### src/pkg/wec_pkg.sv
package wec_pkg;

  // ****************************************************************
  // Register map: printed offsets are register indices
  // ****************************************************************
  localparam int ADDR_W = 12;
  localparam logic [31:0] IDX_CTRL = 32'h5000_0100;
  localparam logic [31:0] IDX_COMPARE = 32'h5000_0102;
  localparam logic [31:0] IDX_IRQ_CLR = 32'h5000_0104;
  localparam logic [31:0] IDX_COUNT = 32'h5000_0106;
  localparam logic [31:0] IDX_CNT_CLR = 32'h5000_0108;
  localparam logic [31:0] IDX_SEL_P0 = 32'h5000_010A;
  localparam logic [31:0] IDX_SEL_P1 = 32'h5000_010C;
  localparam logic [31:0] IDX_SEL_P2 = 32'h5000_010E;
  localparam logic [31:0] IDX_SEL_P3 = 32'h5000_0110;
  localparam logic [31:0] IDX_POL_P0 = 32'h5000_0112;
  localparam logic [31:0] IDX_POL_P1 = 32'h5000_0114;
  localparam logic [31:0] IDX_POL_P2 = 32'h5000_0116;
  localparam logic [31:0] IDX_POL_P3 = 32'h5000_0118;
  localparam logic [31:0] IDX_IRQ_STAT = 32'h5000_011A;
  localparam logic [31:0] IDX_IRQ_MASK = 32'h5000_011C;

  // Byte address inside the window is four times the low index bits
  function automatic logic [ADDR_W-1:0] badr(input logic [31:0] idx);
    return {idx[9:0], 2'h0};
  endfunction : badr

  // ****************************************************************
  // Field layout and reset values
  // ****************************************************************
  localparam int P0_W = 8;
  localparam int P1_W = 6;
  localparam int P2_W = 10;
  localparam int P3_W = 8;
  localparam int CNT_W = 8;
  localparam int DEB_W = 6;
  localparam int CTRL_IRQ_EN_BIT = 7;
  localparam int CTRL_KEY_HIT_BIT = 6;
  localparam int IRQ_MATCH_BIT = 0;
  localparam logic [15:0] REG_RESET = 16'h0000;
  localparam logic [1:0] RESP_OKAY = 2'h0;
  localparam logic [1:0] RESP_SLVERR = 2'h2;

  // ****************************************************************
  // Timing
  // ****************************************************************
  localparam int CLK_PERIOD_NS = 40;
  localparam int DEB_UNIT_NS = 1000000;
  localparam int CYC_PER_MS = (DEB_UNIT_NS + CLK_PERIOD_NS - 1) / CLK_PERIOD_NS;

endpackage : wec_pkg

### src/rtl/wec_top.sv
// Design decision made here: the AXI4-Lite interface to the registers.
`timescale 1ns/1ps
// Summary of operation
// RULE_01: Count register low byte holds events, resets zero.
// RULE_02: Clearing the wakeup interrupt also clears count.
// RULE_03: Any write to count-clear zeroes the counter.
// RULE_04: Port 0 inputs each have an enable bit.
// RULE_05: Port 1 inputs each have an enable bit.
// RULE_06: Port 2 inputs each have an enable bit.
// RULE_07: Port 3 inputs each have an enable bit.
// RULE_08: Port 0 polarity picks rising or falling edge.
// RULE_09: Port 1 polarity picks rising or falling edge.
// RULE_10: Port 2 polarity picks rising or falling edge.
// RULE_11: Port 3 polarity picks rising or falling edge.
// RULE_12: Enabled interrupt fires when count reaches compare.
// RULE_13: Debounce 1 to 63 ms, zero disables.
// RULE_14: Software key hit counts once; rearm by clearing.
// RULE_15: Any write to interrupt-reset clears it; reads zero.
// RULE_16: Inputs synchronised; disabled inputs never count.
// RULE_17: Reserved bits read zero, writes ignored.
module wec_top #(
  parameter int CYC_PER_MS = wec_pkg::CYC_PER_MS,
  parameter int P0_W = wec_pkg::P0_W,
  parameter int P1_W = wec_pkg::P1_W,
  parameter int P2_W = wec_pkg::P2_W,
  parameter int P3_W = wec_pkg::P3_W
) (
  input wire logic clk_sys_i,
  input wire logic rst_n_i,
  input wire logic [wec_pkg::ADDR_W-1:0] s_axi_awaddr,
  input wire logic [2:0] s_axi_awprot,
  input wire logic s_axi_awvalid,
  output logic s_axi_awready,
  input wire logic [31:0] s_axi_wdata,
  input wire logic [3:0] s_axi_wstrb,
  input wire logic s_axi_wvalid,
  output logic s_axi_wready,
  output logic [1:0] s_axi_bresp,
  output logic s_axi_bvalid,
  input wire logic s_axi_bready,
  input wire logic [wec_pkg::ADDR_W-1:0] s_axi_araddr,
  input wire logic [2:0] s_axi_arprot,
  input wire logic s_axi_arvalid,
  output logic s_axi_arready,
  output logic [31:0] s_axi_rdata,
  output logic [1:0] s_axi_rresp,
  output logic s_axi_rvalid,
  input wire logic s_axi_rready,
  input wire logic [P0_W-1:0] gpio_p0_i,
  input wire logic [P1_W-1:0] gpio_p1_i,
  input wire logic [P2_W-1:0] gpio_p2_i,
  input wire logic [P3_W-1:0] gpio_p3_i,
  output logic irq_o
);

  // ****************************************************************
  // Declarations
  // ****************************************************************
  localparam int MS_W = $clog2(CYC_PER_MS + 1);

  logic aw_hold_reg;
  logic w_hold_reg;
  logic [wec_pkg::ADDR_W-1:0] aw_addr_reg;
  logic [31:0] w_data_reg;
  logic [3:0] w_strb_reg;
  logic bvalid_reg;
  logic [1:0] bresp_reg;
  logic rvalid_reg;
  logic [1:0] rresp_reg;
  logic [31:0] rdata_reg;
  logic wr_fire, rd_fire, wr_hit, rd_hit;
  logic [31:0] rd_val;
  logic [15:0] wmask;

  logic match_irq_en_reg;
  logic key_hit_reg;
  logic [wec_pkg::DEB_W-1:0] deb_ms_reg;
  logic [wec_pkg::CNT_W-1:0] compare_reg;
  logic [wec_pkg::CNT_W-1:0] count_reg;
  logic [wec_pkg::CNT_W-1:0] count_next;
  logic [P0_W-1:0] en_p0_reg;
  logic [P1_W-1:0] en_p1_reg;
  logic [P2_W-1:0] en_p2_reg;
  logic [P3_W-1:0] en_p3_reg;
  logic [P0_W-1:0] pol_p0_reg;
  logic [P1_W-1:0] pol_p1_reg;
  logic [P2_W-1:0] pol_p2_reg;
  logic [P3_W-1:0] pol_p3_reg;
  logic irq_stat_reg;
  logic irq_mask_reg;
  logic [MS_W-1:0] ms_cnt_reg;
  logic ms_tick;

  logic [P0_W-1:0] rise_p0, fall_p0;
  logic [P1_W-1:0] rise_p1, fall_p1;
  logic [P2_W-1:0] rise_p2, fall_p2;
  logic [P3_W-1:0] rise_p3, fall_p3;
  logic key_rise, event_hit, cnt_clr, irq_clr, match_evt;

  // ****************************************************************
  // AXI4-Lite write channel
  // ****************************************************************
  // Address and data accepted in either order, one write in flight
  assign s_axi_awready = ~aw_hold_reg & ~bvalid_reg;
  assign s_axi_wready = ~w_hold_reg & ~bvalid_reg;
  assign wr_fire = aw_hold_reg & w_hold_reg & ~bvalid_reg;
  assign s_axi_bvalid = bvalid_reg;
  assign s_axi_bresp = bresp_reg;

  always_ff @(posedge clk_sys_i or negedge rst_n_i) begin
    if (!rst_n_i) begin
      aw_hold_reg <= 1'b0;
      aw_addr_reg <= '0;
    end else if (s_axi_awvalid && s_axi_awready) begin
      aw_hold_reg <= 1'b1;
      aw_addr_reg <= s_axi_awaddr;
    end else if (wr_fire) begin
      aw_hold_reg <= 1'b0;
    end
  end

  always_ff @(posedge clk_sys_i or negedge rst_n_i) begin
    if (!rst_n_i) begin
      w_hold_reg <= 1'b0;
      w_data_reg <= '0;
      w_strb_reg <= '0;
    end else if (s_axi_wvalid && s_axi_wready) begin
      w_hold_reg <= 1'b1;
      w_data_reg <= s_axi_wdata;
      w_strb_reg <= s_axi_wstrb;
    end else if (wr_fire) begin
      w_hold_reg <= 1'b0;
    end
  end

  // Response one cycle after both halves are held
  always_ff @(posedge clk_sys_i or negedge rst_n_i) begin
    if (!rst_n_i) begin
      bvalid_reg <= 1'b0;
      bresp_reg <= wec_pkg::RESP_OKAY;
    end else if (wr_fire) begin
      bvalid_reg <= 1'b1;
      bresp_reg <= wr_hit ? wec_pkg::RESP_OKAY : wec_pkg::RESP_SLVERR;
    end else if (s_axi_bready) begin
      bvalid_reg <= 1'b0;
    end
  end

  // Mapped words fill an 8-byte stride from control up to mask
  assign wr_hit = (aw_addr_reg >= wec_pkg::badr(wec_pkg::IDX_CTRL)) && (aw_addr_reg[2:0] == 3'h0)
                  && (aw_addr_reg <= wec_pkg::badr(wec_pkg::IDX_IRQ_MASK));

  // Byte lanes 0 and 1 carry the 16-bit registers
  assign wmask = {{8{w_strb_reg[1]}}, {8{w_strb_reg[0]}}};

  // Strobe registers: any write, data ignored
  assign cnt_clr = wr_fire && (aw_addr_reg == wec_pkg::badr(wec_pkg::IDX_CNT_CLR)); // [RULE_03]
  assign irq_clr = wr_fire && (aw_addr_reg == wec_pkg::badr(wec_pkg::IDX_IRQ_CLR)); // [RULE_15]

  // ****************************************************************
  // Configuration registers
  // ****************************************************************
  // Reserved bits are never stored, so they read back as zero
  always_ff @(posedge clk_sys_i or negedge rst_n_i) begin
    if (!rst_n_i) begin
      match_irq_en_reg <= 1'b0;
      key_hit_reg <= 1'b0;
      deb_ms_reg <= '0;
      compare_reg <= '0;
      irq_mask_reg <= 1'b0;
    end else if (wr_fire && w_strb_reg[0]) begin
      case (aw_addr_reg)
        wec_pkg::badr(wec_pkg::IDX_CTRL): begin
          match_irq_en_reg <= w_data_reg[wec_pkg::CTRL_IRQ_EN_BIT];
          key_hit_reg <= w_data_reg[wec_pkg::CTRL_KEY_HIT_BIT];
          deb_ms_reg <= w_data_reg[wec_pkg::DEB_W-1:0]; // [RULE_17]
        end
        wec_pkg::badr(wec_pkg::IDX_COMPARE): compare_reg <= w_data_reg[wec_pkg::CNT_W-1:0];
        wec_pkg::badr(wec_pkg::IDX_IRQ_MASK): irq_mask_reg <= w_data_reg[wec_pkg::IRQ_MATCH_BIT];
        default: ;
      endcase
    end
  end

  // Enable and polarity registers per port
  always_ff @(posedge clk_sys_i or negedge rst_n_i) begin
    if (!rst_n_i) begin
      en_p0_reg <= '0;
      en_p1_reg <= '0;
      en_p2_reg <= '0;
      en_p3_reg <= '0;
      pol_p0_reg <= '0;
      pol_p1_reg <= '0;
      pol_p2_reg <= '0;
      pol_p3_reg <= '0;
    end else if (wr_fire) begin
      case (aw_addr_reg)
        wec_pkg::badr(wec_pkg::IDX_SEL_P0):
          en_p0_reg <= (en_p0_reg & ~wmask[P0_W-1:0]) | (w_data_reg[P0_W-1:0] & wmask[P0_W-1:0]); // [RULE_04]
        wec_pkg::badr(wec_pkg::IDX_SEL_P1):
          en_p1_reg <= (en_p1_reg & ~wmask[P1_W-1:0]) | (w_data_reg[P1_W-1:0] & wmask[P1_W-1:0]); // [RULE_05]
        wec_pkg::badr(wec_pkg::IDX_SEL_P2):
          en_p2_reg <= (en_p2_reg & ~wmask[P2_W-1:0]) | (w_data_reg[P2_W-1:0] & wmask[P2_W-1:0]); // [RULE_06]
        wec_pkg::badr(wec_pkg::IDX_SEL_P3):
          en_p3_reg <= (en_p3_reg & ~wmask[P3_W-1:0]) | (w_data_reg[P3_W-1:0] & wmask[P3_W-1:0]); // [RULE_07]
        wec_pkg::badr(wec_pkg::IDX_POL_P0):
          pol_p0_reg <= (pol_p0_reg & ~wmask[P0_W-1:0]) | (w_data_reg[P0_W-1:0] & wmask[P0_W-1:0]);
        wec_pkg::badr(wec_pkg::IDX_POL_P1):
          pol_p1_reg <= (pol_p1_reg & ~wmask[P1_W-1:0]) | (w_data_reg[P1_W-1:0] & wmask[P1_W-1:0]);
        wec_pkg::badr(wec_pkg::IDX_POL_P2):
          pol_p2_reg <= (pol_p2_reg & ~wmask[P2_W-1:0]) | (w_data_reg[P2_W-1:0] & wmask[P2_W-1:0]);
        wec_pkg::badr(wec_pkg::IDX_POL_P3):
          pol_p3_reg <= (pol_p3_reg & ~wmask[P3_W-1:0]) | (w_data_reg[P3_W-1:0] & wmask[P3_W-1:0]);
        default: ;
      endcase
    end
  end

  // ****************************************************************
  // Millisecond tick and input filters
  // ****************************************************************
  // Free-running divider; first debounce tick may come early by under 1 ms
  always_ff @(posedge clk_sys_i or negedge rst_n_i) begin
    if (!rst_n_i) begin
      ms_cnt_reg <= '0;
    end else if (ms_tick) begin
      ms_cnt_reg <= '0;
    end else begin
      ms_cnt_reg <= ms_cnt_reg + 1'b1;
    end
  end

  assign ms_tick = (ms_cnt_reg == MS_W'(CYC_PER_MS - 1));

  wec_filter #(.WIDTH(P0_W)) u_filt_p0 (
    .clk_sys_i(clk_sys_i), .rst_n_i(rst_n_i), .raw_i(gpio_p0_i), .deb_ms_i(deb_ms_reg),
    .ms_tick_i(ms_tick), .rise_o(rise_p0), .fall_o(fall_p0)
  );
  wec_filter #(.WIDTH(P1_W)) u_filt_p1 (
    .clk_sys_i(clk_sys_i), .rst_n_i(rst_n_i), .raw_i(gpio_p1_i), .deb_ms_i(deb_ms_reg),
    .ms_tick_i(ms_tick), .rise_o(rise_p1), .fall_o(fall_p1)
  );
  wec_filter #(.WIDTH(P2_W)) u_filt_p2 (
    .clk_sys_i(clk_sys_i), .rst_n_i(rst_n_i), .raw_i(gpio_p2_i), .deb_ms_i(deb_ms_reg),
    .ms_tick_i(ms_tick), .rise_o(rise_p2), .fall_o(fall_p2)
  );
  wec_filter #(.WIDTH(P3_W)) u_filt_p3 (
    .clk_sys_i(clk_sys_i), .rst_n_i(rst_n_i), .raw_i(gpio_p3_i), .deb_ms_i(deb_ms_reg),
    .ms_tick_i(ms_tick), .rise_o(rise_p3), .fall_o(fall_p3)
  );
  // Software key hit passes the same debounce as a pin
  wec_filter #(.WIDTH(1)) u_filt_key (
    .clk_sys_i(clk_sys_i), .rst_n_i(rst_n_i), .raw_i(key_hit_reg), .deb_ms_i(deb_ms_reg),
    .ms_tick_i(ms_tick), .rise_o(key_rise), .fall_o()
  ); // [RULE_14]

  // ****************************************************************
  // Event counter and compare
  // ****************************************************************
  // Polarity 0 counts rising, 1 counts falling; disabled pins masked
  assign event_hit = |(en_p0_reg & ((~pol_p0_reg & rise_p0) | (pol_p0_reg & fall_p0))) // [RULE_08]
                   | |(en_p1_reg & ((~pol_p1_reg & rise_p1) | (pol_p1_reg & fall_p1))) // [RULE_09]
                   | |(en_p2_reg & ((~pol_p2_reg & rise_p2) | (pol_p2_reg & fall_p2))) // [RULE_10]
                   | |(en_p3_reg & ((~pol_p3_reg & rise_p3) | (pol_p3_reg & fall_p3))) // [RULE_11]
                   | key_rise; // [RULE_16]

  // Several edges in one cycle count once; clearing beats counting
  always_comb begin
    if (cnt_clr || irq_clr) begin
      count_next = '0; // [RULE_02] [RULE_03]
    end else if (event_hit) begin
      count_next = count_reg + 1'b1;
    end else begin
      count_next = count_reg;
    end
  end

  always_ff @(posedge clk_sys_i or negedge rst_n_i) begin
    if (!rst_n_i) begin
      count_reg <= '0; // [RULE_01]
    end else begin
      count_reg <= count_next;
    end
  end

  // Match taken on the increment that lands on the compare value
  assign match_evt = match_irq_en_reg && event_hit && !(cnt_clr || irq_clr)
                     && (count_next == compare_reg); // [RULE_12]

  // ****************************************************************
  // Interrupt status
  // ****************************************************************
  // Sticky; a new match wins over a write-one clear of the status, while an interrupt-reset write blocks the match
  always_ff @(posedge clk_sys_i or negedge rst_n_i) begin
    if (!rst_n_i) begin
      irq_stat_reg <= 1'b0;
    end else if (match_evt) begin
      irq_stat_reg <= 1'b1; // [RULE_12]
    end else if (irq_clr) begin
      irq_stat_reg <= 1'b0; // [RULE_15]
    end else if (wr_fire && w_strb_reg[0] && w_data_reg[wec_pkg::IRQ_MATCH_BIT]
                 && aw_addr_reg == wec_pkg::badr(wec_pkg::IDX_IRQ_STAT)) begin
      irq_stat_reg <= 1'b0;
    end
  end

  assign irq_o = irq_stat_reg & irq_mask_reg;

  // ****************************************************************
  // AXI4-Lite read channel
  // ****************************************************************
  assign s_axi_arready = ~rvalid_reg;
  assign rd_fire = s_axi_arvalid & ~rvalid_reg;
  assign s_axi_rvalid = rvalid_reg;
  assign s_axi_rdata = rdata_reg;
  assign s_axi_rresp = rresp_reg;

  // Read mux; strobe registers answer zero
  always_comb begin
    rd_val = '0;
    rd_hit = 1'b1;
    case (s_axi_araddr)
      wec_pkg::badr(wec_pkg::IDX_CTRL): begin
        rd_val[wec_pkg::CTRL_IRQ_EN_BIT] = match_irq_en_reg;
        rd_val[wec_pkg::CTRL_KEY_HIT_BIT] = key_hit_reg;
        rd_val[wec_pkg::DEB_W-1:0] = deb_ms_reg;
      end
      wec_pkg::badr(wec_pkg::IDX_COMPARE): rd_val[wec_pkg::CNT_W-1:0] = compare_reg;
      wec_pkg::badr(wec_pkg::IDX_COUNT): rd_val[wec_pkg::CNT_W-1:0] = count_reg; // [RULE_01]
      wec_pkg::badr(wec_pkg::IDX_IRQ_CLR), wec_pkg::badr(wec_pkg::IDX_CNT_CLR): rd_val = '0; // [RULE_15]
      wec_pkg::badr(wec_pkg::IDX_SEL_P0): rd_val[P0_W-1:0] = en_p0_reg;
      wec_pkg::badr(wec_pkg::IDX_SEL_P1): rd_val[P1_W-1:0] = en_p1_reg;
      wec_pkg::badr(wec_pkg::IDX_SEL_P2): rd_val[P2_W-1:0] = en_p2_reg;
      wec_pkg::badr(wec_pkg::IDX_SEL_P3): rd_val[P3_W-1:0] = en_p3_reg;
      wec_pkg::badr(wec_pkg::IDX_POL_P0): rd_val[P0_W-1:0] = pol_p0_reg;
      wec_pkg::badr(wec_pkg::IDX_POL_P1): rd_val[P1_W-1:0] = pol_p1_reg;
      wec_pkg::badr(wec_pkg::IDX_POL_P2): rd_val[P2_W-1:0] = pol_p2_reg;
      wec_pkg::badr(wec_pkg::IDX_POL_P3): rd_val[P3_W-1:0] = pol_p3_reg;
      wec_pkg::badr(wec_pkg::IDX_IRQ_STAT): rd_val[wec_pkg::IRQ_MATCH_BIT] = irq_stat_reg;
      wec_pkg::badr(wec_pkg::IDX_IRQ_MASK): rd_val[wec_pkg::IRQ_MATCH_BIT] = irq_mask_reg;
      default: rd_hit = 1'b0;
    endcase
  end

  // Data registered at acceptance, held until taken
  always_ff @(posedge clk_sys_i or negedge rst_n_i) begin
    if (!rst_n_i) begin
      rvalid_reg <= 1'b0;
      rdata_reg <= '0;
      rresp_reg <= wec_pkg::RESP_OKAY;
    end else if (rd_fire) begin
      rvalid_reg <= 1'b1;
      rdata_reg <= rd_val; // [RULE_17]
      rresp_reg <= rd_hit ? wec_pkg::RESP_OKAY : wec_pkg::RESP_SLVERR;
    end else if (s_axi_rready) begin
      rvalid_reg <= 1'b0;
    end
  end

endmodule : wec_top

### src/rtl/wec_filter.sv
`timescale 1ns/1ps
// Synchroniser, debounce filter and edge detector for a group of inputs
module wec_filter #(
  parameter int WIDTH = 8
) (
  input wire logic clk_sys_i,
  input wire logic rst_n_i,
  input wire logic [WIDTH-1:0] raw_i,
  input wire logic [wec_pkg::DEB_W-1:0] deb_ms_i,
  input wire logic ms_tick_i,
  output logic [WIDTH-1:0] rise_o,
  output logic [WIDTH-1:0] fall_o
);

  logic [WIDTH-1:0] meta_reg;
  logic [WIDTH-1:0] sync_reg;
  logic [WIDTH-1:0] level_reg;
  logic [WIDTH-1:0] level_d_reg;
  logic [wec_pkg::DEB_W-1:0] stab_reg [WIDTH];

  // Two-stage synchroniser; resets to the pulled-up idle level so no false edge follows reset on inputs that idle high
  always_ff @(posedge clk_sys_i or negedge rst_n_i) begin
    if (!rst_n_i) begin
      meta_reg <= '1;
      sync_reg <= '1;
    end else begin
      meta_reg <= raw_i;
      sync_reg <= meta_reg; // [RULE_16]
    end
  end

  // Level accepted only after N ms ticks of stability
  always_ff @(posedge clk_sys_i or negedge rst_n_i) begin
    if (!rst_n_i) begin
      level_reg <= '1;
      for (int i = 0; i < WIDTH; i++) begin
        stab_reg[i] <= '0;
      end
    end else begin
      for (int i = 0; i < WIDTH; i++) begin
        if (deb_ms_i == '0) begin
          level_reg[i] <= sync_reg[i]; // [RULE_13]
          stab_reg[i] <= '0;
        end else if (sync_reg[i] == level_reg[i]) begin
          stab_reg[i] <= '0; // Bounce restarts the wait
        end else if (ms_tick_i) begin
          if (stab_reg[i] + 1'b1 >= deb_ms_i) begin
            level_reg[i] <= sync_reg[i]; // [RULE_13]
            stab_reg[i] <= '0;
          end else begin
            stab_reg[i] <= stab_reg[i] + 1'b1;
          end
        end
      end
    end
  end

  // Edge detection on the filtered level
  always_ff @(posedge clk_sys_i or negedge rst_n_i) begin
    if (!rst_n_i) begin
      level_d_reg <= '1;
    end else begin
      level_d_reg <= level_reg;
    end
  end

  assign rise_o = level_reg & ~level_d_reg;
  assign fall_o = ~level_reg & level_d_reg;

endmodule : wec_filter

### config.mk
export PLATFORM = sky130hd
export DESIGN_NAME = wec_top
export DESIGN_NICKNAME = d
export VERILOG_FILES = /design/src/pkg/wec_pkg.sv /design/src/rtl/wec_top.sv /design/src/rtl/wec_filter.sv
export SDC_FILE = /design/constraint.sdc
export NUM_CORES = 1
export LEC_CHECK = 0
export ABC_AREA = 1
export BUFFER_PORTS_ARGS = -buffer_cell sky130_fd_sc_hd__buf_2
export CORE_ASPECT_RATIO = 1.1
export CORE_UTILIZATION = 55
export DETAILED_ROUTE_END_ITERATION = 8
export PLACE_DENSITY = 0.73
export SLEW_MARGIN = 20
export SYNTH_ARGS = -nofsm -noshare
export SYNTH_HDL_FRONTEND = slang
export SYNTH_SLANG_ARGS = --single-unit
### constraint.sdc
create_clock -name clk_sys_i -period 3 [get_ports clk_sys_i]
set_input_delay 0.45 -clock clk_sys_i [delete_from_list [all_inputs] [get_ports clk_sys_i]]
set_output_delay 0.45 -clock clk_sys_i [all_outputs]
set_load 0.02 [all_outputs]
# Word-level counts from Yosys, hierarchy flattened
# Cells that the tools add are included.
# totals
register_bits	477
inputBits	105
out_inout_bits	42
word_cells	769
# op_classes
addsub	35
n_lt_le_gt_ge	35
eq_ne	97
mux	284
bitwise_logic	74
n_reduce_logical	137
# ops
operator	n
$mux W6	132
$eq A12 B11 Y1 const B	29
$add A6 B1 Y6 const B	33
$ge A6 B6 Y1	33
$mux W1	143
$and A8 B8 Y8	15
$reduce_bool A3 Y1	34
$reduce_and A3 Y1	33
$and A10 B10 Y10	8
$reduce_bool A2 Y1	38
$ne A2 B1 Y1 const B	33
$not A8 Y8	7
$pmux W5 S11	1
$and A6 B6 Y6	8
$or A8 B8 Y8	6
$not A10 Y10	4
$eq A1 B1 Y1	33
$or A10 B10 Y10	3
$not A6 Y6	4
$reduce_and A2 Y1	11
$or A6 B6 Y6	3
$pmux W2 S9	1
$mux W8	2
$reduce_or A8 Y1	2
other kinds (21)	46

# Depth between registers and ports, before layout
# Gate-level depths: netlist (run 1).
# logic_depth
depth_word	15
ltp_mapped	17

# By module
# From an unflattened synthesis (run 1), not the netlist that was laid out.
# hier_totals
cells_unflattened	4006
area_unflattened_um2	29917.4
# modules_own_cells
mod	n_inst	cells_per_inst	area_each_um2
wec_filter (u_filt_p0 ...)	2	719	5351.4
wec_top	1	1044	7870.0
wec_filter (u_filt_p2)	1	888	6625.1
wec_filter (u_filt_p1)	1	546	4033.9
wec_filter (u_filt_key)	1	90	685.7

# Least setup slack after synthesis (run 1)
# Ideal clock, no wire load.
# synth_timing
kind	reg2reg
startpoint	register deb_ms_reg[1] (netlist name)
endpoint	register u_filt_p1.level_reg[4]
setup_time_ps	73
arrival_ps	2450
required_ps	2927
slack_ps	477
stages_incl_launch_ff	13
path_cell_list	dfrtp_1 -> inv_1 -> ha_1 -> a21boi_0 -> o21a_1 -> o21a_1 -> o21ai_0 -> nand2_1 -> a21oi_1 -> nand2_1 -> nand2_1 -> nor2_1 -> a21oi_1
# synth_via
elab_chain_cells	3
# synth_lines
element	line_no	rtl
from (decl)	wec_top.sv:77	logic [wec_pkg::DEB_W-1:0] deb_ms_reg;
from (signal assigned)	wec_top.sv:176	deb_ms_reg <= w_data_reg[wec_pkg::DEB_W-1:0];
$ge A6 B6 Y1 or $logic_not A6 Y1 (tied branches)	wec_filter.sv:47, wec_filter.sv:41	
$reduce_bool A2 Y1 (no source line) or $ne A2 B1 Y1 (tied branches)	n/a	
$reduce_and A3 Y1 (no source line)	n/a	
to (signal, indexed assignment)	wec_filter.sv:42	level_reg[i] <= sync_reg[i];
to (signal, indexed assignment)	wec_filter.sv:48	level_reg[i] <= sync_reg[i];
to (decl)	wec_filter.sv:17	logic [WIDTH-1:0] level_reg;
# Parallel ways exist; a longest one is shown, timed or not.
# A chain may end at the register's enable or synchronous reset.

# Worst setup path after layout (run 1)
# layout_timing
startpoint	register deb_ms_reg[1] (netlist name)
endpoint	register u_filt_p3.stab_reg[39] (netlist name)
# layout_via
elab_chain_cells	5
# layout_lines
element	line_no	rtl
$ge A6 B6 Y1	wec_filter.sv:47	if (stab_reg[i] + 1'b1 >= deb_ms_i) begin
$mux W6	wec_filter.sv:47	
$mux W6	wec_filter.sv:46	end else if (ms_tick_i) begin
$mux W6	wec_filter.sv:44	end else if (sync_reg[i] == level_reg[i]) begin
$mux W6	wec_filter.sv:41	if (deb_ms_i == '0) begin
to (signal, indexed assignment)	wec_filter.sv:51	stab_reg[i] <= stab_reg[i] + 1'b1;
to (decl)	wec_filter.sv:19	logic [wec_pkg::DEB_W-1:0] stab_reg [WIDTH];
# Parallel ways exist; a longest one is shown, timed or not. The select of a mux whose other input is x is not followed.

==> metrics.cfg, run 1 <==
[clock_network]
clkSinkCount = 475
cts_resized = 0
clockBufferDepth = 3
clk_latency_ns = 0.62
root_buffer = clkbuf_16
ctsHoldBuffers = 33
cts_max_level = 2
cts_made_buffers = 51
cts_setup_buffers = 0
path_clk_slew_ns = 0.06
cts_tree = done

[floorplanning]
die_height_um = 231.5
start_util_pct = 56.12
core_area_sq_um = 46940
std_cell_rows = 83
dieArea_sq_um = 48770
dieWidth_um = 210.7
num_io_pins = 147

[power]
total_power_w = 0.01472
power_density_nw_per_um2 = 494.5
ir_worst_vdd_mv = 0.5726
power.leakage_nw = 14.55

[critical_path]
crit_fanout = 33
crit_type = reg2reg
cp_data_required_time_ns = 3.50
path_delay_family = compound AO/OA/AOI/OAI gates
cpPeakStageDelay_ns = 0.40
cp_data_arrival_time_ns = 3.13
cp-start-kind = flop
cp_num_buf_inv = 2
cp_slowest_cell = dfrtp_1
crit_path_end_kind = flop
crit_chain = inv_1, buf_12, ha_1, a21boi_0, o21a_1, o21a_1, o21ai_0, nand2_1, a21oi_1, nand2_1, o21ai_0

[logic_synthesis]
synth-edff-count = 0
syn_area_sq_um = 26340
syn_inst = 2898
syn_avg_cell_area_sq_um = 9.090
synthDistinctLibCells = 46
async_reset_ff_share_pct = 100.0
yosysSeqAreaShare_pct = 45.75
yosysWarnings = 0
ys_seq_elements = 475
synthFlopType = dfrtp_1

[min_path]
min_path_type = in2reg

[timing]
worstMarginPinSlew_ns = 0.9666
period_needed_ns = 2.624
skew_ns = 0.03031
final_hold_viol_count = 0
tns_ns = 0
timing.hold.ws_ns = 0.03146
setup_viol_count_final = 0
fin_ws_ns = 0.3762
relSlewSlack_pct = 35.07
maxSlewViolCount = 0
fin_crit_sh_pct = 87.46
grt_setup_unrepaired = no
max_freq_ghz = 0.3811

[layout]
antennaDiodeCount = 0
fill_cells = 3823
register_area_sq_um = 12050
drive_above_1_share_pct = 13.65
nets = 3402
multi_input_area_sq_um = 12610
area_growth_pct = 13.01

[place]
dp_hpwl_mm = 44.69
io_buffers = 92
place_congestion = 0.9232
place_ws_ns = 0.4549

[run]
drv_cap = 0

[grt]
grt_pass1_vias = 21110
grt_max_degree = 80
antenna_found_initial = 2
grt-ovfl-total = 0
grt_first_pass_wirelength_mm = 106.2
grt_util_all_layers_pct = 27.42

[detailed_routing]
viasPerCell = 5.569
dr.pass1.iters = 6
wire_per_inst_um = 17.25
first_iter_violations = 1289
routed_wl_mm = 64.59
ant_nets = 0
vias = 20850
drt_drc_violations_left = 0

[run_status]
status = finished, final reports clean

[cell type report]
cell class | instances | area share (%)
multi-input combinational | 2011 | 42.37
sequential | 475 | 40.49
clock buffer | 75 | 4.997
inverter | 370 | 4.665
timing repair buffer | 155 | 3.993
tap | 637 | 2.677
clock inverter | 21 | 0.8070
[path summary, 6_finish.rpt]
path	from	endpoint	slack, ns	cells past startpoint
setup / recovery	deb_ms_reg[1]	u_filt_p3.stab_reg[39]	0.38	11
hold / removal	s_axi_bready	s_axi_bvalid	0.03	2
setup reg to reg	deb_ms_reg[1]	u_filt_p3.stab_reg[39]	0.38	11
hold reg to reg	u_filt_p1.meta_reg[0]	u_filt_p1.sync_reg[0]	0.35	0
max in group asynchronous	rst_n_i	u_filt_p3.meta_reg[3]	1.66	3
min in group asynchronous	rst_n_i	u_filt_p3.stab_reg[34]	0.44	2
[cell families after synthesis]
kind of cell,synth area share [%]
AOI/OAI and AO/OA,14.38
xor gates and xnor gates,5.819
adders and majority gates,11.07
buffers and inverters,6.721
DFF,45.75
muxes,0.3420
other,0.01424
and+or+nand+nor,15.90
[metrics by stage]
stage / instance area, sq um / util [%] / cells
finish: 29770 / 63.42 / 3744
global route: 29770 / 63.42 / 3744
CTS: 29770 / 63.42 / 3744
detailed placement: 27710 / 59.04 / 3615
global placement: 27710 / 59.04 / 3615
floorplan: 26430 / - / 2921
[cells in the final DEF, fill, tap and decap left out, types with 107 or more instances in the layout]
cell type,netlist,routed
nand3_1,130,130
dfstp_2,132,132
ha_1,233,233
dfrtp_1,343,342
xor2_1,140,140
nand2_1,529,528
nor2_1,155,155
inv_1,335,335
a21oi_1,107,107
o21ai_0,282,282
[per-layer routing]
metal,global-route usage (%),vias up,share of wire (%)
li1,-,10050,-
met1,34.39,10040,42
met2,46.57,585,49
met3,4.431,178,5.4
met4,12.36,4,4.2
met5,0,-,0.034
[synthesized netlist by cell type, types with 20 or more instances]
library cell	instances	area [sq um]
nor3_2	29	290.3
nand3_1	130	650.6
o21a_1	65	488.0
xnor2_1	35	306.5
nor2_1	155	581.8
ha_1	233	2915
a21boi_0	31	232.7
a32o_1	62	620.6
inv_1	335	1257
clkbuf_1	20	75.07
o22ai_1	26	162.7
buf_4	26	195.2
nand2_1	529	1986
nand3b_1	34	255.2
inv_2	34	127.6
o21ai_1	33	165.2
dfrtp_1	343	8583
a21oi_1	107	535.5
xor2_1	140	1226
o21ai_0	282	1411
nand4_1	32	200.2
dfstp_2	132	3468
[power by group]
part	switching, W	leakage [nW]	internal (W)
sequential	0.000203	6.08	0.00677
clock	0.00269	0.848	0.00380
combinational	0.000903	7.62	0.000363
total	0.00379	14.5	0.0109
No activity file was read; power rests on OpenSTA's default activity.
==> run 2, diff against run 1 <==
--- a/config.mk
+++ b/config.mk
@@ -8,9 +8,9 @@
 export ABC_AREA = 1
 export BUFFER_PORTS_ARGS = -buffer_cell sky130_fd_sc_hd__buf_2
 export CORE_ASPECT_RATIO = 1.1
-export CORE_UTILIZATION = 55
+export CORE_UTILIZATION = 40
 export DETAILED_ROUTE_END_ITERATION = 8
-export PLACE_DENSITY = 0.73
+export RECOVER_POWER = 25
 export SLEW_MARGIN = 20
 export SYNTH_ARGS = -nofsm -noshare
 export SYNTH_HDL_FRONTEND = slang
==> run 2 against run 1 <==
Effect of this change:
- the flow now finishes with violations (DRC, capacitance limit, slew limit)
- utilization is 17 points lower
- register-to-register slack worse by 0.14 ns
- non-clock buffer count is 3 higher
- global-route usage is 7.0 points lower
- clock-buffer cell count is 2 lower
- via count is 1.1% lower
- largest cell class unchanged
- critical path depth is 3 lower
==> metrics.cfg, run 2 (same netlist as run 1, synthesis figures left out) <==
[floorplanning]
die_height_um = 271.1  ; +17%
core_area_sq_um = 65110  ; +39%
dieArea_sq_um = 66880  ; +37%
start_util_pct = 40.46  ; -16 points
std_cell_rows = 98  ; +18%
num_io_pins = 147  ; unchanged
dieWidth_um = 246.7  ; +17%

[detailed_routing]
routed_wl_mm = 67.07  ; +3.8%
wire_per_inst_um = 16.92  ; -1.9%
ant_nets = 0  ; unchanged
first_iter_violations = 1308  ; +1.5%
dr.pass1.iters = 8  ; +2
viasPerCell = 5.205  ; -6.6%
vias = 20630  ; -1.1%
drt_drc_violations_left = 8  ; +8

[clock_network]
cts_tree = done
path_clk_slew_ns = 0.06  ; about the same
cts_made_buffers = 53  ; +3.9%
clk_latency_ns = 0.61  ; about the same
cts_max_level = 2  ; unchanged
root_buffer = clkbuf_16
clkSinkCount = 475  ; unchanged
clockBufferDepth = 3  ; unchanged
cts_setup_buffers = 0  ; unchanged

[timing]
timing.hold.ws_ns = 0.03609  ; +0.004635 ns
skew_ns = 0.02156  ; -0.008746 ns
final_hold_viol_count = 0  ; unchanged
max_freq_ghz = 0.3617  ; -5.1%
setup_viol_count_final = 0  ; unchanged
fin_crit_sh_pct = 92.16  ; +4.7 points
worstMarginPinSlew_ns = 1.845  ; +0.8788 ns
tns_ns = 0  ; unchanged
relSlewSlack_pct = -23.03  ; -58 points
grt_setup_unrepaired = no
maxSlewViolCount = 61  ; +61
period_needed_ns = 2.765  ; +0.1410 ns

[power]
power_density_nw_per_um2 = 504.6  ; +2.0%
power.leakage_nw = 14.58  ; +0.23%
ir_worst_vdd_mv = 0.6015  ; +5.0%
total_power_w = 0.01522  ; +3.4%

[layout]
final_common_cell = nand2_1
drive_above_1_share_pct = 12.50  ; -1.2 points
nets = 3407  ; +0.15%
fin_area_sq_um = 30160  ; +1.3%
postLayoutCoreUtil_pct = 46.32  ; -17 points
antennaDiodeCount = 0  ; unchanged
area_growth_pct = 14.50
layout_common_cells = nand2_1, dfrtp_1, inv_1

[place]
place_congestion = 0.9228  ; about the same
place_area_sq_um = 27990  ; +1.0%
dp_hpwl_mm = 46.84  ; +4.8%
io_buffers = 92  ; unchanged

[min_path]
hp-start = s_axi_rready
min_path_type = in2reg

[critical_path]
cp_data_arrival_time_ns = 3.25  ; +0.12 ns
critPathLaunch = deb_ms_reg[5]
crit_path_end_kind = flop
crit_fanout = 24  ; -27%
r2r_start = deb_ms_reg[5]
cp_data_required_time_ns = 3.48  ; -0.02 ns
crit_type = reg2reg
cp-start-kind = flop

[run]
drv_cap = 1  ; +1

[grt]
antenna_found_initial = 2  ; unchanged
grt_first_pass_wirelength_mm = 109.0  ; +2.6%
grt_max_degree = 84  ; +5.0%
grt-ovfl-total = 0  ; unchanged
grt_pass1_vias = 20580  ; -2.5%
grt_util_all_layers_pct = 20.46  ; -7.0 points

[run_status]
status = finished, violations left
violations = DRC, capacitance limit, slew limit

==> run 2: cell types whose count changed in the layout (fill, tap and decap cells not counted), moves of 3 or more <==
| cell | delta |
|---|---|
| dfstp_1 | +36 |
| clkbuf_1 | +3 |
| clkinv_2 | +5 |
| dfstp_2 | -36 |
| bufinv_16 | +4 |
| buf_2 | -6 |
| clkinv_4 | -3 |
| clkbuf_2 | +3 |
==> run 2: area by class of cell <==
type                    instances  area, sq um
inverters                     370         1389
repair buffers                158         1175
well taps                     850         1064
multi-input cells            2011        12610
flip-flops and latches        475        12050
clock inverters                26        349.1
fillers                      6177        34950
clock buffers                  73         1523
==> run 2: worst max-delay path, stage by stage (launching register included) <==
cell and delay [ns]:
dfrtp_1 0.40, inv_2 0.23, nand2_1 0.11, nor4_2 0.75, nor2_1 0.18, inv_2 0.10
buf_4 0.37, nor2_1 0.21, a32o_1 0.26
==> run 2: report_power, final <==
part | switching [W] | internal (W) | leakage, nW | total (W)
Clock | 0.00273 | 0.00423 | 0.923 | 0.00696
Combinational | 0.000931 | 0.000357 | 7.60 | 0.00129
Sequential | 0.000210 | 0.00676 | 6.06 | 0.00697
Total | 0.00387 | 0.0113 | 14.6 | 0.0152
==> run 2: timing repair <==
| action | 4_1_cts | 5_1_grt |
|---|---|---|
| hold buffers | 34 | 0 |
| resized for setup | 0 | 0 |
| hold endpoints to repair | 68 | 0 |
==> run 2: layer usage <==
metal / share of wire (%) / GRT usage, % / up-vias
met5: 0.015 / 0 / -
met3: 3.8 / 2.719 / 137
met4: 3.1 / 6.823 / 2
li1: - / - / 10030
met2: 48 / 34.39 / 435
met1: 45 / 27.06 / 10020
==> run 2: stage by stage <==
step | worst slack, ns | instances
after global routing | 0.09263 | 3963
final | 0.2352 | 3963
after CTS | 0.2106 | 3963
after detailed placement | 0.2329 | 3830
after global placement | 0.2677 | 3830
after floorplan | 0.4768 | 2921
==> run 2: path summary, 6_finish.rpt <==
path / cells past startpoint / slack (ns) / to
min in group asynchronous: 2 / 0.88 / u_filt_p2.stab_reg[23]
worst max-delay path: 8 / 0.24 / u_filt_p2.stab_reg[56]
max in group asynchronous: 3 / 0.59 / u_filt_p3.meta_reg[5]
worst min register to register: 0 / 0.35 / u_filt_p2.sync_reg[6]
worst min-delay path: 2 / 0.04 / s_axi_rvalid
worst max register to register: 8 / 0.24 / u_filt_p2.stab_reg[56]
==> run 3, diff against run 2 <==
--- a/config.mk
+++ b/config.mk
@@ -7,9 +7,12 @@
 export LEC_CHECK = 0
 export ABC_AREA = 1
 export BUFFER_PORTS_ARGS = -buffer_cell sky130_fd_sc_hd__buf_2
+export CELL_PAD_IN_SITES_DETAIL_PLACEMENT = 1
+export CELL_PAD_IN_SITES_GLOBAL_PLACEMENT = 1
 export CORE_ASPECT_RATIO = 1.1
 export CORE_UTILIZATION = 40
 export DETAILED_ROUTE_END_ITERATION = 8
+export PLACE_DENSITY_LB_ADDON = 0.1
 export RECOVER_POWER = 25
 export SLEW_MARGIN = 20
 export SYNTH_ARGS = -nofsm -noshare
==> run 3 against run 2 <==
Effect of this change:
- critical path depth increased by 3
- global-route usage increased by 2.6 points
- the run still ends with DRC, capacitance limit, slew limit left
- largest power group is now the clock network
- clock skew increased by 0.016 ns
==> metrics.cfg, run 3 (same netlist as run 1, synthesis figures left out) <==
[critical_path]
ff2ff_path_depth = 11  ; +3
crit_path_end_kind = flop
cp-start-kind = flop
cpPeakStageDelay_ns = 0.62  ; -0.13 ns
crit_fanout = 11  ; -54%
crit_type = reg2reg
cp_data_arrival_time_ns = 3.26  ; about the same
cp_slowest_cell = dfrtp_2
r2r_slack_ns = 0.27  ; +0.04 ns
crit_chain = buf_4, ha_1, inv_1, a21boi_0, o21a_1, o21a_1, o21ai_0, nand2_1, a21oi_1, nand2_1, o21ai_0
timing.rr.end = u_filt_p0.stab_reg[36]
r2r_start = deb_ms_reg[0]
cp_data_required_time_ns = 3.54  ; +0.06 ns

[floorplanning]
start_util_pct = 40.46  ; unchanged
dieWidth_um = 246.7  ; unchanged
dieArea_sq_um = 66880  ; unchanged
die_height_um = 271.1  ; unchanged
std_cell_rows = 98  ; unchanged
num_io_pins = 147  ; unchanged
core_area_sq_um = 65110  ; unchanged

[clock_network]
cts_made_buffers = 56  ; +5.7%
clk_latency_ns = 0.62  ; about the same
clkSinkCount = 475  ; unchanged
cts_tree = done
root_buffer = clkbuf_16
path_clk_slew_ns = 0.06  ; about the same
cts_max_level = 2  ; unchanged
cts_setup_buffers = 0  ; unchanged
clockBufferDepth = 3  ; unchanged

[layout]
area_growth_pct = 15.62
antennaDiodeCount = 0  ; unchanged
register_area_sq_um = 12050  ; unchanged
multi_input_area_sq_um = 12620  ; about the same
nets = 3413  ; +0.18%
postLayoutCoreUtil_pct = 46.78  ; +0.45 points
layout_common_cells = nand2_1, dfrtp_1, inv_1
drive_above_1_share_pct = 12.81  ; +0.31 points
final_common_cell = nand2_1
fill_cells = 7453  ; +21%

[power]
power.leakage_nw = 14.74  ; +1.1%
power_density_nw_per_um2 = 532.0  ; +5.4%
ir_worst_vdd_mv = 0.4513  ; -25%

[detailed_routing]
routed_wl_mm = 75.06  ; +12%
wire_per_inst_um = 18.89  ; +12%
dr.pass1.iters = 7  ; -1
viasPerCell = 5.232  ; +0.53%
drt_drc_violations_left = 6  ; -2
first_iter_violations = 853  ; -35%
ant_nets = 0  ; unchanged
vias = 20790  ; +0.78%

[timing]
maxSlewViolCount = 32  ; -48%
skew_ns = 0.03754  ; +0.01598 ns
final_hold_viol_count = 0  ; unchanged
relSlewSlack_pct = -0.03830  ; +23 points
period_needed_ns = 2.727  ; -0.03810 ns
max_freq_ghz = 0.3667  ; +1.4%
worstMarginPinSlew_ns = 1.501  ; -0.3448 ns
setup_viol_count_final = 0  ; unchanged
fin_crit_sh_pct = 90.89  ; -1.3 points
grt_setup_unrepaired = no
tns_ns = 0  ; unchanged

[grt]
antenna_found_initial = 1  ; -1
grt_pass1_vias = 22580  ; +9.7%
grt_first_pass_wirelength_mm = 122.2  ; +12%
grt-ovfl-total = 0  ; unchanged
grt_max_degree = 101  ; +20%
grt_util_all_layers_pct = 23.10  ; +2.6 points

[place]
place_congestion = 0.8683  ; -5.9%
io_buffers = 92  ; unchanged
dp_hpwl_mm = 53.64  ; +15%

[min_path]
min_path_type = in2reg
hold_depth = 2  ; unchanged
whs_endpoint = aw_addr_reg[9]
hp-start = s_axi_awaddr[9]

[run_status]
violations = DRC, capacitance limit, slew limit
status = finished, violations left

[run]
drv_cap = 1  ; unchanged

run 3: cell types whose count changed in the layout (fill, tap and decap cells not counted), moves of 3 or more:
cell	change
inv_1	-3
clkbuf_16	+4
bufinv_16	+7
inv_2	+3
buf_4	+3
run 3: cell type report:
| cell class | count | area share [%] |
|---|---|---|
| clock buffers | 72 | 5.201 |
| inverters | 370 | 4.560 |
| multi-input cells | 2011 | 41.43 |
| clock inverters | 34 | 1.894 |
| repair buffers | 161 | 3.845 |
| flip-flops and latches | 475 | 39.57 |
| well taps | 850 | 3.492 |
run 3: through the flow:
step                hold WS (ns)  std cells  worst slack (ns)  area [sq um]  power, W
global placement          0.3468       3832            0.3763         28000  0.008337
CTS                      0.02603       3973            0.2469         30510   0.01648
global route             0.04057       3973           0.05749         30460   0.01684
finish                   0.06902       3973            0.2733         30460   0.01620
floorplan                 0.1544       2921            0.4768         26430  0.007766
detailed placement        0.3470       3832            0.2647         28000  0.008389
run 3: power by group:
| part | internal [W] | total, W | switching [W] |
|---|---|---|---|
| Sequential | 0.00676 | 0.00697 | 0.000208 |
| Combinational | 0.000355 | 0.00130 | 0.000949 |
| Clock | 0.00502 | 0.00793 | 0.00291 |
| Total | 0.0121 | 0.0162 | 0.00406 |
run 3: worst max-delay path by stage:
stage,from,end,depth (start not counted)
global placement,deb_ms_reg[0],u_filt_p2.stab_reg[54],11
detailed placement,deb_ms_reg[0],u_filt_p2.stab_reg[59],11
CTS,deb_ms_reg[0],u_filt_p0.stab_reg[36],11
floorplan,deb_ms_reg[1],u_filt_p1.level_reg[4],12
global route,deb_ms_reg[0],u_filt_p0.stab_reg[6],11
finish,deb_ms_reg[0],u_filt_p0.stab_reg[36],11
run 3: what timing repair did:
action,CTS,global route
gates resized for setup,0,0
hold buffers,35,0
endpoints found under the hold margin,58,0
run 3: critical path, delay by kind of cell (launching register included):
family	cells	cell delay, ns
compound gates	6	1.10
flops	1	0.62
buf+inv	2	0.38
simple gates	2	0.28
fa+ha+maj	1	0.27
run 3: per-layer routing:
metal	up-vias	track usage, %	share of wire, %
met5	-	0	0.017
met4	2	6.270	2.6
met2	258	40.53	50
met1	10370	29.68	45
met3	103	2.976	2.8
li1	10050	-	-
